--- config.mk ---
export PLATFORM = sky130hd
export DESIGN_NAME = gnc_poll_responder
export DESIGN_NICKNAME = d
export VERILOG_FILES = /design/src/include/gnc_pkg.sv /design/src/hw/gnc_poll_responder.sv
export SDC_FILE = /design/constraint.sdc
export NUM_CORES = 1
export LEC_CHECK = 0
export BUFFER_PORTS_ARGS = -buffer_cell sky130_fd_sc_hd__buf_4
export CAP_MARGIN = 20
export CORE_MARGIN = 3
export CORE_UTILIZATION = 40
export DETAILED_ROUTE_END_ITERATION = 10
export GPL_TIMING_DRIVEN = 0
export HOLD_SLACK_MARGIN = 0.02
export PLACE_DENSITY = 0.66
export SLEW_MARGIN = 40
export SYNTH_ARGS = -nofsm -noshare
export SYNTH_HDL_FRONTEND = slang
export SYNTH_SLANG_ARGS = --single-unit
--- constraint.sdc ---
create_clock -name ref_clk -period 3.6 [get_ports ref_clk]
set_input_delay 0.36 -clock ref_clk [delete_from_list [all_inputs] [get_ports ref_clk]]
set_output_delay 0.36 -clock ref_clk [all_outputs]
set_load 0.005 [all_outputs]
--- src/include/gnc_pkg.sv ---
// Purpose: shared constants and types for the bus non-controller poll responder
// Assumes: one clock, synchronous active-high reset
// Notes:   register indices are word indices; byte address is four times the index
package gnc_pkg;
    localparam int          ADDR_W           = 6;
    localparam int          DATA_W           = 32;
    // register indices
    localparam logic [3:0]  IDX_SPOLL_BYTE   = 4'h1;
    localparam logic [3:0]  IDX_PP_PATTERN   = 4'h2;
    localparam logic [3:0]  IDX_INT_STATUS   = 4'h4;
    localparam logic [3:0]  IDX_PP_MASK      = 4'h5;
    localparam logic [3:0]  IDX_CFG_BYTE     = 4'h7;
    localparam logic [3:0]  IDX_CTRL         = 4'h8;
    localparam logic [3:0]  IDX_XFER         = 4'h9;
    localparam logic [3:0]  IDX_XFER_STAT    = 4'hA;
    // serial poll byte fields
    localparam int          SPB_RSV_BIT      = 6;
    // parallel poll configure byte fields
    localparam int          PPC_UNCFG_BIT    = 4;
    localparam int          PPC_SENSE_BIT    = 3;
    localparam int          PPC_LINE_LSB     = 0;
    localparam int          PPC_MEANING_W    = 5;
    // interrupt status bits
    localparam int          IS_PPC_BIT       = 14;
    localparam int          IS_SERIAL_POLL_ACTIVE_STATE_BIT      = 10;
    localparam int          IS_SRQ_BIT       = 1;
    // control register bits
    localparam int          CTRL_AUTO_BIT    = 0;
    localparam int          CTRL_NEED_BIT    = 1;
    // transfer request register bits
    localparam int          XF_GO_BIT        = 0;
    localparam int          XF_DIR_BIT       = 1;
    localparam int          XF_ADDR_BIT      = 2;
    // error codes
    localparam logic [7:0]  ERR_NOT_ALLOWED  = 8'hAA;
    localparam logic [7:0]  ERR_NONE         = 8'h00;
    // reset values
    localparam logic [7:0]  RST_BYTE         = 8'h00;
    localparam logic [4:0]  RST_PP_MASK      = 5'h10;
    localparam logic [15:0] RST_INT_STATUS   = 16'h0000;

    typedef struct packed {
        logic              wr;
        logic              rd;
        logic [ADDR_W-1:0] addr;
        logic [DATA_W-1:0] wdata;
    } gnc_bus_req_t;

    typedef struct packed {
        logic       atn;
        logic       eoi;
        logic       srq;
        logic [7:0] dio;
    } gnc_bus_in_t;

    typedef enum logic [1:0] {
        XF_IDLE  = 2'b00,
        XF_WAIT  = 2'b01,
        XF_RUN   = 2'b10
    } gnc_xfer_state_t;
endpackage : gnc_pkg

--- src/hw/gnc_poll_responder.sv ---
// Purpose: non-controller poll responder with service request and transfer gating
// Assumes: addressing states and controller role arrive from protocol logic on ref_clk
// Notes:   bus pins are three-stage synchronised; open-collector lines use enables
// Notes:   addressing and data phases live outside; this block only gates them
//
// What this block does
// - never drive addressing as non-controller
// - stall transfer until addressed for role
// - controller transfer reuses existing talker/listener setup
// - request as controller, no prior setup: refuse, report error 170
// - status bit 6 asserts service request
// - hold request until polled or cleared
// - other status bits stored as written
// - serial poll sends last status byte
// - configured responder drives one line
// - configure change sets sticky event bit
// - configure byte readable at index 7
// - automatic mode uses mask plus need flag
// - only five low configure bits decoded
// - bit 4 set leaves response unconfigured
// - bit 3 chooses need-service polarity
// - bits 2..0 select data line linearly
// - manual mode drives pattern of index 2
// - reading event status clears it
// - events latched, request level live
`timescale 1ns/100ps
module gnc_poll_responder
    import gnc_pkg::*;
(
    // clock and reset
    input  wire logic               ref_clk,
    input  wire logic               sys_rst,
    // register port
    input  wire logic [ADDR_W-1:0]  reg_addr,
    input  wire logic [DATA_W-1:0]  reg_wdata,
    input  wire logic               reg_wr,
    input  wire logic               reg_rd,
    output logic      [DATA_W-1:0]  reg_rdata,
    // bus pins
    input  wire logic               bus_atn,
    input  wire logic               bus_eoi,
    input  wire logic               bus_srq_in,
    input  wire logic [7:0]         bus_dio_in,
    output logic      [7:0]         bus_dio_out,
    output logic      [7:0]         bus_dio_oe,
    output logic                    bus_srq_out,
    output logic                    bus_srq_oe,
    output logic                    bus_addr_cmd_oe,
    // protocol state from the interface logic
    input  wire logic               active_controller,
    input  wire logic               talker_addressed,
    input  wire logic               listener_addressed,
    input  wire logic               serial_poll_active_state,
    input  wire logic               ppc_received,
    input  wire logic               tl_configured,
    input  wire logic               xfer_done,
    // transfer engine handshake
    output logic                    xfer_start,
    output logic                    xfer_dir_send,
    output logic                    xfer_send_addr
);
    gnc_bus_in_t     pin_raw;
    gnc_bus_in_t     sync_a;
    gnc_bus_in_t     sync_b;
    gnc_bus_in_t     sync_c;
    gnc_bus_in_t     pins;
    gnc_bus_req_t    req;
    logic [3:0]      idx;
    logic [7:0]      spoll_byte;
    logic [7:0]      pp_pattern;
    logic [4:0]      pp_mask;
    logic            auto_mode;
    logic            need_service;
    logic            rsv_pending;
    logic            serial_poll_active_state_q;
    logic            ppc_q;
    logic [15:0]     int_status;
    logic [15:0]     next_int_status;
    logic            identify;
    logic            identify_q;
    logic [7:0]      pp_drive;
    logic [7:0]      pp_oe;
    logic            poll_done;
    gnc_xfer_state_t xf_state;
    logic            xf_dir;
    logic            xf_addr;
    logic [7:0]      xf_error;
    logic            xf_req;
    logic            role_ready;

    assign pin_raw = '{atn: bus_atn, eoi: bus_eoi, srq: bus_srq_in, dio: bus_dio_in};
    assign req     = '{wr: reg_wr, rd: reg_rd, addr: reg_addr, wdata: reg_wdata};
    assign idx     = req.addr[5:2];

    // one-hot line select of a configure byte, gated by its unconfigure bit
    function automatic logic [7:0] pp_line(input logic [4:0] cfg);
        logic [7:0] sel;
        sel = 8'h00;
        // line 0 is the first data line, 7 the eighth
        sel[cfg[PPC_LINE_LSB +: 3]] = 1'b1;
        return cfg[PPC_UNCFG_BIT] ? 8'h00 : sel;
    endfunction : pp_line

    // strobe aimed at one register index; every write decode and the status read-clear go through here, the read mux uses a case
    function automatic logic hit(input logic strobe, input logic [3:0] at, input logic [3:0] want);
        return strobe && (at == want);
    endfunction : hit

    // pins are asynchronous; reset clears every stage so no false edge follows
    always_ff @(posedge ref_clk) begin
        if (sys_rst) begin
            sync_a <= '0;
            sync_b <= '0;
            sync_c <= '0;
        end else begin
            sync_a <= pin_raw;
            sync_b <= sync_a;
            sync_c <= sync_b;
        end
    end

    // a change is accepted only once stages two and three agree
    always_ff @(posedge ref_clk) begin
        if (sys_rst) begin
            pins <= '0;
        end else if (sync_b == sync_c) begin
            pins <= sync_c;
        end
    end

    // both pins must have passed the filter before Identify counts
    assign identify = pins.atn & pins.eoi;

    // serial poll status byte and request latch
    // bit 6 stays in the byte as written; the live request is rsv_pending
    always_ff @(posedge ref_clk) begin
        if (sys_rst) begin
            spoll_byte <= RST_BYTE;
        end else if (hit(req.wr, idx, IDX_SPOLL_BYTE)) begin
            spoll_byte <= req.wdata[7:0];
        end
    end

    always_ff @(posedge ref_clk) begin
        if (sys_rst) begin
            serial_poll_active_state_q <= 1'b0;
        end else begin
            serial_poll_active_state_q <= serial_poll_active_state;
        end
    end

    // a poll ends on the falling edge of the poll state
    assign poll_done = serial_poll_active_state_q & ~serial_poll_active_state;

    // a fresh write wins over a poll ending in the same cycle
    // a poll clears the request only, never the stored byte
    always_ff @(posedge ref_clk) begin
        if (sys_rst) begin
            rsv_pending <= 1'b0;
        end else if (hit(req.wr, idx, IDX_SPOLL_BYTE)) begin
            rsv_pending <= req.wdata[SPB_RSV_BIT];
        end else if (poll_done) begin
            rsv_pending <= 1'b0;
        end
    end

    // open-collector: drive low-active wire only while requesting
    assign bus_srq_out = 1'b1;
    assign bus_srq_oe  = rsv_pending;

    // parallel poll setup
    always_ff @(posedge ref_clk) begin
        if (sys_rst) begin
            pp_pattern <= RST_BYTE;
        end else if (hit(req.wr, idx, IDX_PP_PATTERN)) begin
            pp_pattern <= req.wdata[7:0];
        end
    end

    always_ff @(posedge ref_clk) begin
        if (sys_rst) begin
            pp_mask <= RST_PP_MASK;
        end else if (hit(req.wr, idx, IDX_PP_MASK)) begin
            // upper configure bits are dropped here, never decoded
            pp_mask <= req.wdata[PPC_MEANING_W-1:0];
        end
    end

    always_ff @(posedge ref_clk) begin
        if (sys_rst) begin
            auto_mode    <= 1'b0;
            need_service <= 1'b0;
        end else if (hit(req.wr, idx, IDX_CTRL)) begin
            // mode and need flag change together, so no answer mixes both
            auto_mode    <= req.wdata[CTRL_AUTO_BIT];
            need_service <= req.wdata[CTRL_NEED_BIT];
        end
    end

    // response pattern; polarity bit gives the level of need-service
    // the other level drives a zero, which the wired line reads as false
    // manual mode trusts software: every set pattern bit is driven
    always_comb begin
        if (auto_mode) begin
            pp_oe    = pp_line(pp_mask);
            pp_drive = (need_service == pp_mask[PPC_SENSE_BIT]) ? pp_oe : 8'h00;
        end else begin
            pp_oe    = pp_pattern;
            pp_drive = pp_pattern;
        end
    end

    // data lines driven while Identify holds or while serial polled as talker; released the next clock
    always_ff @(posedge ref_clk) begin
        if (sys_rst) begin
            identify_q  <= 1'b0;
            bus_dio_out <= 8'h00;
            bus_dio_oe  <= 8'h00;
        end else begin
            identify_q <= identify;
            // an Identify wins over a serial poll; a controller never answers it
            if (identify && !active_controller) begin
                bus_dio_out <= pp_drive;
                bus_dio_oe  <= pp_oe;
            end else if (serial_poll_active_state && talker_addressed) begin
                // bit 6 of the poll byte is the stored bit 6 ORed with the live request
                bus_dio_out <= spoll_byte | {1'b0, rsv_pending, 6'h00};
                bus_dio_oe  <= 8'hFF;
            end else begin
                bus_dio_out <= 8'h00;
                bus_dio_oe  <= 8'h00;
            end
        end
    end

    // sticky events; a new event wins over a read-clear
    // events are edges, so a level held for many cycles counts once
    always_ff @(posedge ref_clk) begin
        if (sys_rst) begin
            ppc_q <= 1'b0;
        end else begin
            ppc_q <= ppc_received;
        end
    end

    always_comb begin
        next_int_status = int_status;
        if (hit(req.rd, idx, IDX_INT_STATUS)) begin
            next_int_status = RST_INT_STATUS;
        end
        if (ppc_received && !ppc_q) begin
            next_int_status[IS_PPC_BIT] = 1'b1;
        end
        if (poll_done) begin
            next_int_status[IS_SERIAL_POLL_ACTIVE_STATE_BIT] = 1'b1;
        end
    end

    always_ff @(posedge ref_clk) begin
        if (sys_rst) begin
            int_status <= RST_INT_STATUS;
        end else begin
            int_status <= next_int_status;
        end
    end

    // transfer gating
    assign xf_req     = hit(req.wr, idx, IDX_XFER) && req.wdata[XF_GO_BIT];
    assign role_ready = xf_dir ? talker_addressed : listener_addressed;

    always_ff @(posedge ref_clk) begin
        if (sys_rst) begin
            xf_state <= XF_IDLE;
            xf_dir   <= 1'b0;
            xf_addr  <= 1'b0;
            xf_error <= ERR_NONE;
        end else begin
            case (xf_state)
                XF_IDLE: begin
                    if (xf_req) begin
                        xf_dir   <= req.wdata[XF_DIR_BIT];
                        // a non-controller drops the addressing request at once
                        xf_addr  <= req.wdata[XF_ADDR_BIT] & active_controller;
                        // an earlier refusal code is cleared by each new request
                        xf_error <= ERR_NONE;
                        if (active_controller && !req.wdata[XF_ADDR_BIT] && !tl_configured) begin
                            // refused: stay idle, code left for software
                            xf_error <= ERR_NOT_ALLOWED;
                        end else if (active_controller) begin
                            xf_state <= XF_RUN;
                        end else begin
                            xf_state <= XF_WAIT;
                        end
                    end
                end
                XF_WAIT: begin
                    // made controller while waiting: the existing setup is reused
                    if (active_controller) begin
                        xf_state <= XF_RUN;
                    end else if (role_ready) begin
                        xf_state <= XF_RUN;
                    end
                end
                XF_RUN: begin
                    // the outside engine says when the data phase is over
                    if (xfer_done) begin
                        xf_state <= XF_IDLE;
                    end
                end
                default: begin
                    xf_state <= XF_IDLE;
                end
            endcase
        end
    end

    assign xfer_start      = (xf_state == XF_RUN);
    assign xfer_dir_send   = xf_dir;
    assign xfer_send_addr  = xf_addr & active_controller;
    assign bus_addr_cmd_oe = (xf_state == XF_RUN) & xf_addr & active_controller;

    // register reads, one cycle later
    // idle cycles read zero so a stale word is never taken for fresh
    // status bit 1 is the live request line, not a latched event
    always_ff @(posedge ref_clk) begin
        if (sys_rst) begin
            reg_rdata <= '0;
        end else if (req.rd) begin
            case (idx)
                IDX_SPOLL_BYTE: reg_rdata <= {24'h0, spoll_byte};
                IDX_PP_PATTERN: reg_rdata <= {24'h0, pp_pattern};
                IDX_INT_STATUS: reg_rdata <= {16'h0, int_status[15:2],
                                              pins.srq, int_status[0]};
                IDX_CFG_BYTE:   reg_rdata <= {24'h0, pins.dio};
                IDX_CTRL:       reg_rdata <= {30'h0, need_service, auto_mode};
                IDX_XFER_STAT:  reg_rdata <= {22'h0, xf_state, xf_error};
                default:        reg_rdata <= '0;
            endcase
        end else begin
            reg_rdata <= '0;
        end
    end
endmodule : gnc_poll_responder

# Word-level counts from Yosys, hierarchy flattened
# Index checks and enable logic that the tools add are counted.
[word_totals]
register_bits = 132
inputBits = 60
out_inout_bits = 54
word_cells = 109
[classes]
order_cmp = 2
eq_ne = 16
n_mux = 25
bitwise = 9
n_reduce_logical = 24
[op_table]
columns = ["operator", "count"]
rows = [
  ["15-bit case mux with 6 select lines", 1],
  ["8-bit two-way mux", 9],
  ["15-bit two-way mux", 1],
  ["1-bit logical AND", 13],
  ["4-bit by 3-bit equality test with 1-bit output, second input constant", 3],
  ["4-bit equality test, second input constant", 3],
  ["2-bit two-way mux", 6],
  ["11-bit equality test", 1],
  ["8-bit by 7-bit bitwise OR with 8-bit output", 1],
  ["1-bit bitwise AND", 6],
  ["1-bit two-way mux", 6],
  ["2-bit != test, second input constant", 3],
  ["2-bit case mux with 3 select lines", 1],
  ["2-bit nonzero test", 3],
  ["4-bit by 1-bit equality test with 1-bit output, second input constant", 1],
  ["4-bit by 2-bit equality test with 1-bit output, second input constant", 1],
  ["1-bit logical NOT", 4],
  ["3-bit by 4-bit less-than comparator with 1-bit output, second input constant", 1],
  ["4-bit AND reduction", 1],
  ["1-bit demux with 3-bit select", 1],
  ["3-bit by 1-bit >= comparator with 1-bit output, second input constant", 1],
  ["3-bit != test, second input constant", 1],
  ["2-bit by 1-bit equality test with 1-bit output, second input constant", 1],
  ["2-bit equality test, second input constant", 1],
  ["5 further kinds", 6],
]

# Longest topological paths before layout
[logic_depth]
word_depth = 8
mapped_depth = 6
mapped_depth_nobuf = 4

# Least setup slack after synthesis
# No wires, ideal clock.
[synth_timing]
path_type = "input port to flip-flop"
startpoint = "in reg_addr[2]"
endpoint = "reg auto_mode"
setup_time_ps = 128
arrival_ps = 1209
t_required_ps = 3472
slack_ps = 2263
cell_stages = 6
path_buffers = 2
cell_sequence = "buf_4 -> nor2_2 -> buf_4 -> nand4b_1 -> mux2i_1 -> nor2_1"
[synth_between]
elab_chain_len = 2
[synth_rtl]
columns = ["element", "line", "text"]
rows = [
  ["start, declared", "gnc_poll_responder.sv:34", "input wire logic [ADDR_W-1:0] reg_addr,"],
  ["4-bit equality test", "gnc_poll_responder.sv:106", "return strobe && (at == want);"],
  ["1-bit logical AND", "gnc_poll_responder.sv:106", ""],
  ["end signal, assigned", "gnc_poll_responder.sv:195", "auto_mode <= req.wdata[CTRL_AUTO_BIT];"],
  ["end, declared", "gnc_poll_responder.sv:72", "logic auto_mode;"],
]
# Every way passes these cells.
# A chain may end at the register's enable or synchronous reset.

# Worst setup path in the final report
[layout_timing]
startpoint = "reg xf_addr"
endpoint = "out bus_addr_cmd_oe"
[layout_between]
elab_chain_len = 2
[layout_rtl]
columns = ["element", "line", "text"]
rows = [
  ["start, declared", "gnc_poll_responder.sv:86", "logic xf_addr;"],
  ["start signal, assigned", "gnc_poll_responder.sv:283", "xf_addr <= req.wdata[XF_ADDR_BIT] & active_controller;"],
  ["1-bit bitwise AND (2 in series)", "gnc_poll_responder.sv:320", "assign bus_addr_cmd_oe = (xf_state == XF_RUN) & xf_addr & active_controller;"],
  ["end, declared", "gnc_poll_responder.sv:48", "output logic bus_addr_cmd_oe,"],
]
# Every way passes these cells.

==> key figures <==
Floorplan
  – Core Region: 0.0105 sq mm
  – Die height: 111 um
  – Row Count: 37
  – Initial Util: 0.418
  – Die width: 111 um
  – I/O pin total: 114
  – Die ar.: 0.0123 sq mm

Layout
  – Layout cell share with drive strength beyond 1: 0.257
  – Final std cells w/o fill: 684
  – Post-route cell area: 0.00533 sq mm
  – Nets: 603
  – Area grow syn2layout: 21.5%
  – ANT cells: 0

Synth
  – Top cell type's share of synthesized area: 0.479
  – Top post-synthesis cells by area: dfxtp_1 48%, mux2i_1 6.4%, nor2b_1 5.6%
  – Yosys warns: 0
  – Mapped cell area: 0.00439 sq mm
  – XOR/XNOR Fraction of Synth Area: 0.0259
  – Leading area contributor after synthesis: dfxtp_1
  – Count of cell types in the netlist: 49
  – Simple logic cell fraction of the synthesized area: 0.243
  – Asr flop ratio synth: 0
  – Post-synthesis cell count: 448
  – Post-synthesis sequential area ratio: 0.479
  – Synth Register Bits: 105
  – EDFF count, synth: 0
  – Largest family of logic cells by synthesized area: simple AND/OR/NAND/NOR gates
  – Post-synth top flop: dfxtp_1
  – Multiplexer area fraction after synthesis: 0.0690
  – Synth Area in Adders: 0
  – Syn Area/Cell: 9.80 sq um
  – Compound-Gate Fraction of Synth Area: 0.104

Power
  – P_sw: 0.522 mW
  – Total chip power: 2.18 mW
  – Flop pwr share: 0.552
  – Lkg Pwr: 2.17 nW
  – VDD IR-drop max: 0.000335 V
  – Power density cells: 408 mW/mm^2
  – Comb power frac: 0.094
  – Clock power frac: 0.355
  – Sw frac: 0.240
  – Internal power: 1.65 mW

Routing
  – DR vias: 3,286
  – DR pass1 iterations: 5
  – Remaining DRCs: 0
  – Antenna Nets Post-Route: 0
  – Number of DRC markers in iteration 0: 82
  – Drt wl/cell: 14.2 um
  – Final WL: 9.71 mm
  – Via density: 4.80

Critical path
  – WP data required: 3.24 ns
  – Critical path origin: xf_addr
  – Nature of the critical path startpoint: flop
  – Largest fanout on the critical path: 2
  – WS Path Type: reg2out
  – Crit. End Element: output pin
  – Critical Path AT: 1.21 ns
  – RR Startpoint: need_service

Timing
  – Setup ws final: 2.03 ns
  – Least-Margin Pin Slew: 0.754 ns
  – Period utilisation layout: 0.435
  – Worst slew margin: 0.497
  – Final Hold Viols: 0
  – Max Fclk: 638 MHz
  – Min cycle time layout: 1.57 ns
  – Worst clock skew: 0.0144 ns
  – Final setup TNS: 0 ns
  – Max-slew violation count: 0
  – RSZ-0062 raised after global routing: false
  – Final setup viols: 0

Global route
  – Initial antenna violation count: 0
  – Global route overflow: 0
  – First-pass GRT wire length: 16.1 mm
  – Largest net degree at the start of global routing: 18
  – Number of global-route vias before repair: 3,253
  – Global Route Usage Sum: 0.161

Status
  – Status: completed

Placement
  – Placed cells: 668
  – RePlAce Congestion: 0.911
  – Worst slack, placed: 1.91 ns
  – IO Port Bufs: 65
  – Area after DPL: 0.00512 sq mm
  – DPL Wire Length: 7.44 mm

CTS
  – Root Buffer: clkbuf_8
  – H-tree lvl count: 3
  – Post-CTS Resized: 0
  – Clock Path Buffers: 2
  – Post-CTS Setup Bufs: 0
  – Clk_lat worst skew: 0.37 ns
  – TritonCTS clock tree: done
  – Hold-fix buffers at CTS: 0
  – Clock transition at path regs: 0.11 ns
  – CTS buffer count: 9
  – # clock sinks: 105

Worst hold path
  – Hold WC Path Type: in2reg
  – Hold_sp: bus_dio_in[0]

Job
  – Max Cap Viol: 0
==> power by group through the flow <==
| stage | logic (mW) | clock network, mW | registers, mW |
|---|---|---|---|
| 2_1_floorplan | 0.134 | 0 | 1.22 |
| 3_3_place_gp | 0.201 | 0 | 1.23 |
| 3_5_place_dp | 0.203 | 0 | 1.23 |
| 4_1_cts | 0.204 | 0.792 | 1.20 |
| 5_1_grt | 0.225 | 0.832 | 1.20 |
| 6_report | 0.203 | 0.772 | 1.20 |
==> sequential cells by signal, summed over array words and instances (netlist names) <==
register and count:
ppc_q 1, sync_c 11, reg_rdata 12, xf_addr 1, sync_a 11, int_status 2
xf_state 2, bus_dio_out 8, bus_dio_oe 8, need_service 1, serial_poll_active_state_q 1, pp_mask 5
xfer_dir_send 1, auto_mode 1, xf_error 1, spoll_byte 8, pins 11, pp_pattern 8
bus_srq_oe 1, sync_b 11
==> metal layers <==
| layer | global-route usage | up-vias | part of all wire |
|---|---|---|---|
| met4 | 0.0616 | 0 | 0.029 |
| met1 | 0.196 | 1484 | 0.43 |
| met2 | 0.274 | 101 | 0.48 |
| met3 | 0.0420 | 24 | 0.058 |
| li1 | - | 1677 | - |
| met5 | 0 | - | 0 |
==> through the flow <==
step / hold slack, ns / utilization
after floorplan: 0.414 / -
after global placement: 0.416 / 0.487
after detailed placement: 0.421 / 0.487
after CTS: 0.181 / 0.507
after global routing: 0.182 / 0.507
final: 0.199 / 0.507
==> final cells by class <==
| type | count | area [sq um] |
|---|---|---|
| buffer | 49 | 327 |
| clock buffer | 11 | 151 |
| clock inverter | 5 | 61.3 |
| fill | 1011 | 5180 |
| inverter | 4 | 15.0 |
| multi-input combinational | 309 | 2020 |
| sequential | 105 | 2100 |
| tap | 136 | 170 |
| timing repair buffer | 65 | 488 |
==> worst max-delay path, stage by stage, from the launching register on <==
cell and delay, ns:
dfxtp_1 0.40, and2_1 0.17, and3_1 0.16, buf_4 0.10
==> final timing paths <==
kind                endpoint  slack (ns)  depth (start not counted)
min                sync_a[0]        0.20                          2
max          bus_addr_cmd_oe        2.03                          3
min reg2reg        sync_b[4]        0.44                          1
max reg2reg   bus_dio_out[7]        2.14                          4
==> cell usage in the layout (no fill, tap or decap), drive strengths merged, types with 3 or more instances in the layout <==
cell type and n:
conb 21, nor4b 3, nand4 4, dfxtp 105, mux2i 28, a22oi 8, nand2b 35, buf 102
nor2 40, inv 6, nand3b 3, a22o 7, o21ai 8, a32oi 7, a211o 3, nor3 6
nand3 15, xnor2 12, nor3b 3, nor2b 39, a21oi 24, clkbuf 23, a211oi 4, nand2 23
==> kinds of logic after synthesis <==
family	count (synthesis)
and+or+nand+nor	180
DFF	105
AOI/OAI and AO/OA	65
buffers and inverters	53
muxes	30
xor gates and xnor gates	13
other	2
==> cell usage after synthesis, types with 6 or more instances <==
master / n
o21ai_0: 8
buf_4: 26
nor3_2: 6
a22oi_1: 8
buf_2: 6
mux2i_1: 28
nand2_1: 22
a32oi_1: 7
xnor2_1: 12
nand3_1: 13
nand2b_1: 34
dfxtp_1: 105
nor2b_1: 39
a21oi_1: 23
nor2_1: 37
clkbuf_1: 12
a22o_1: 7
(Power assumes the default switching activity.)
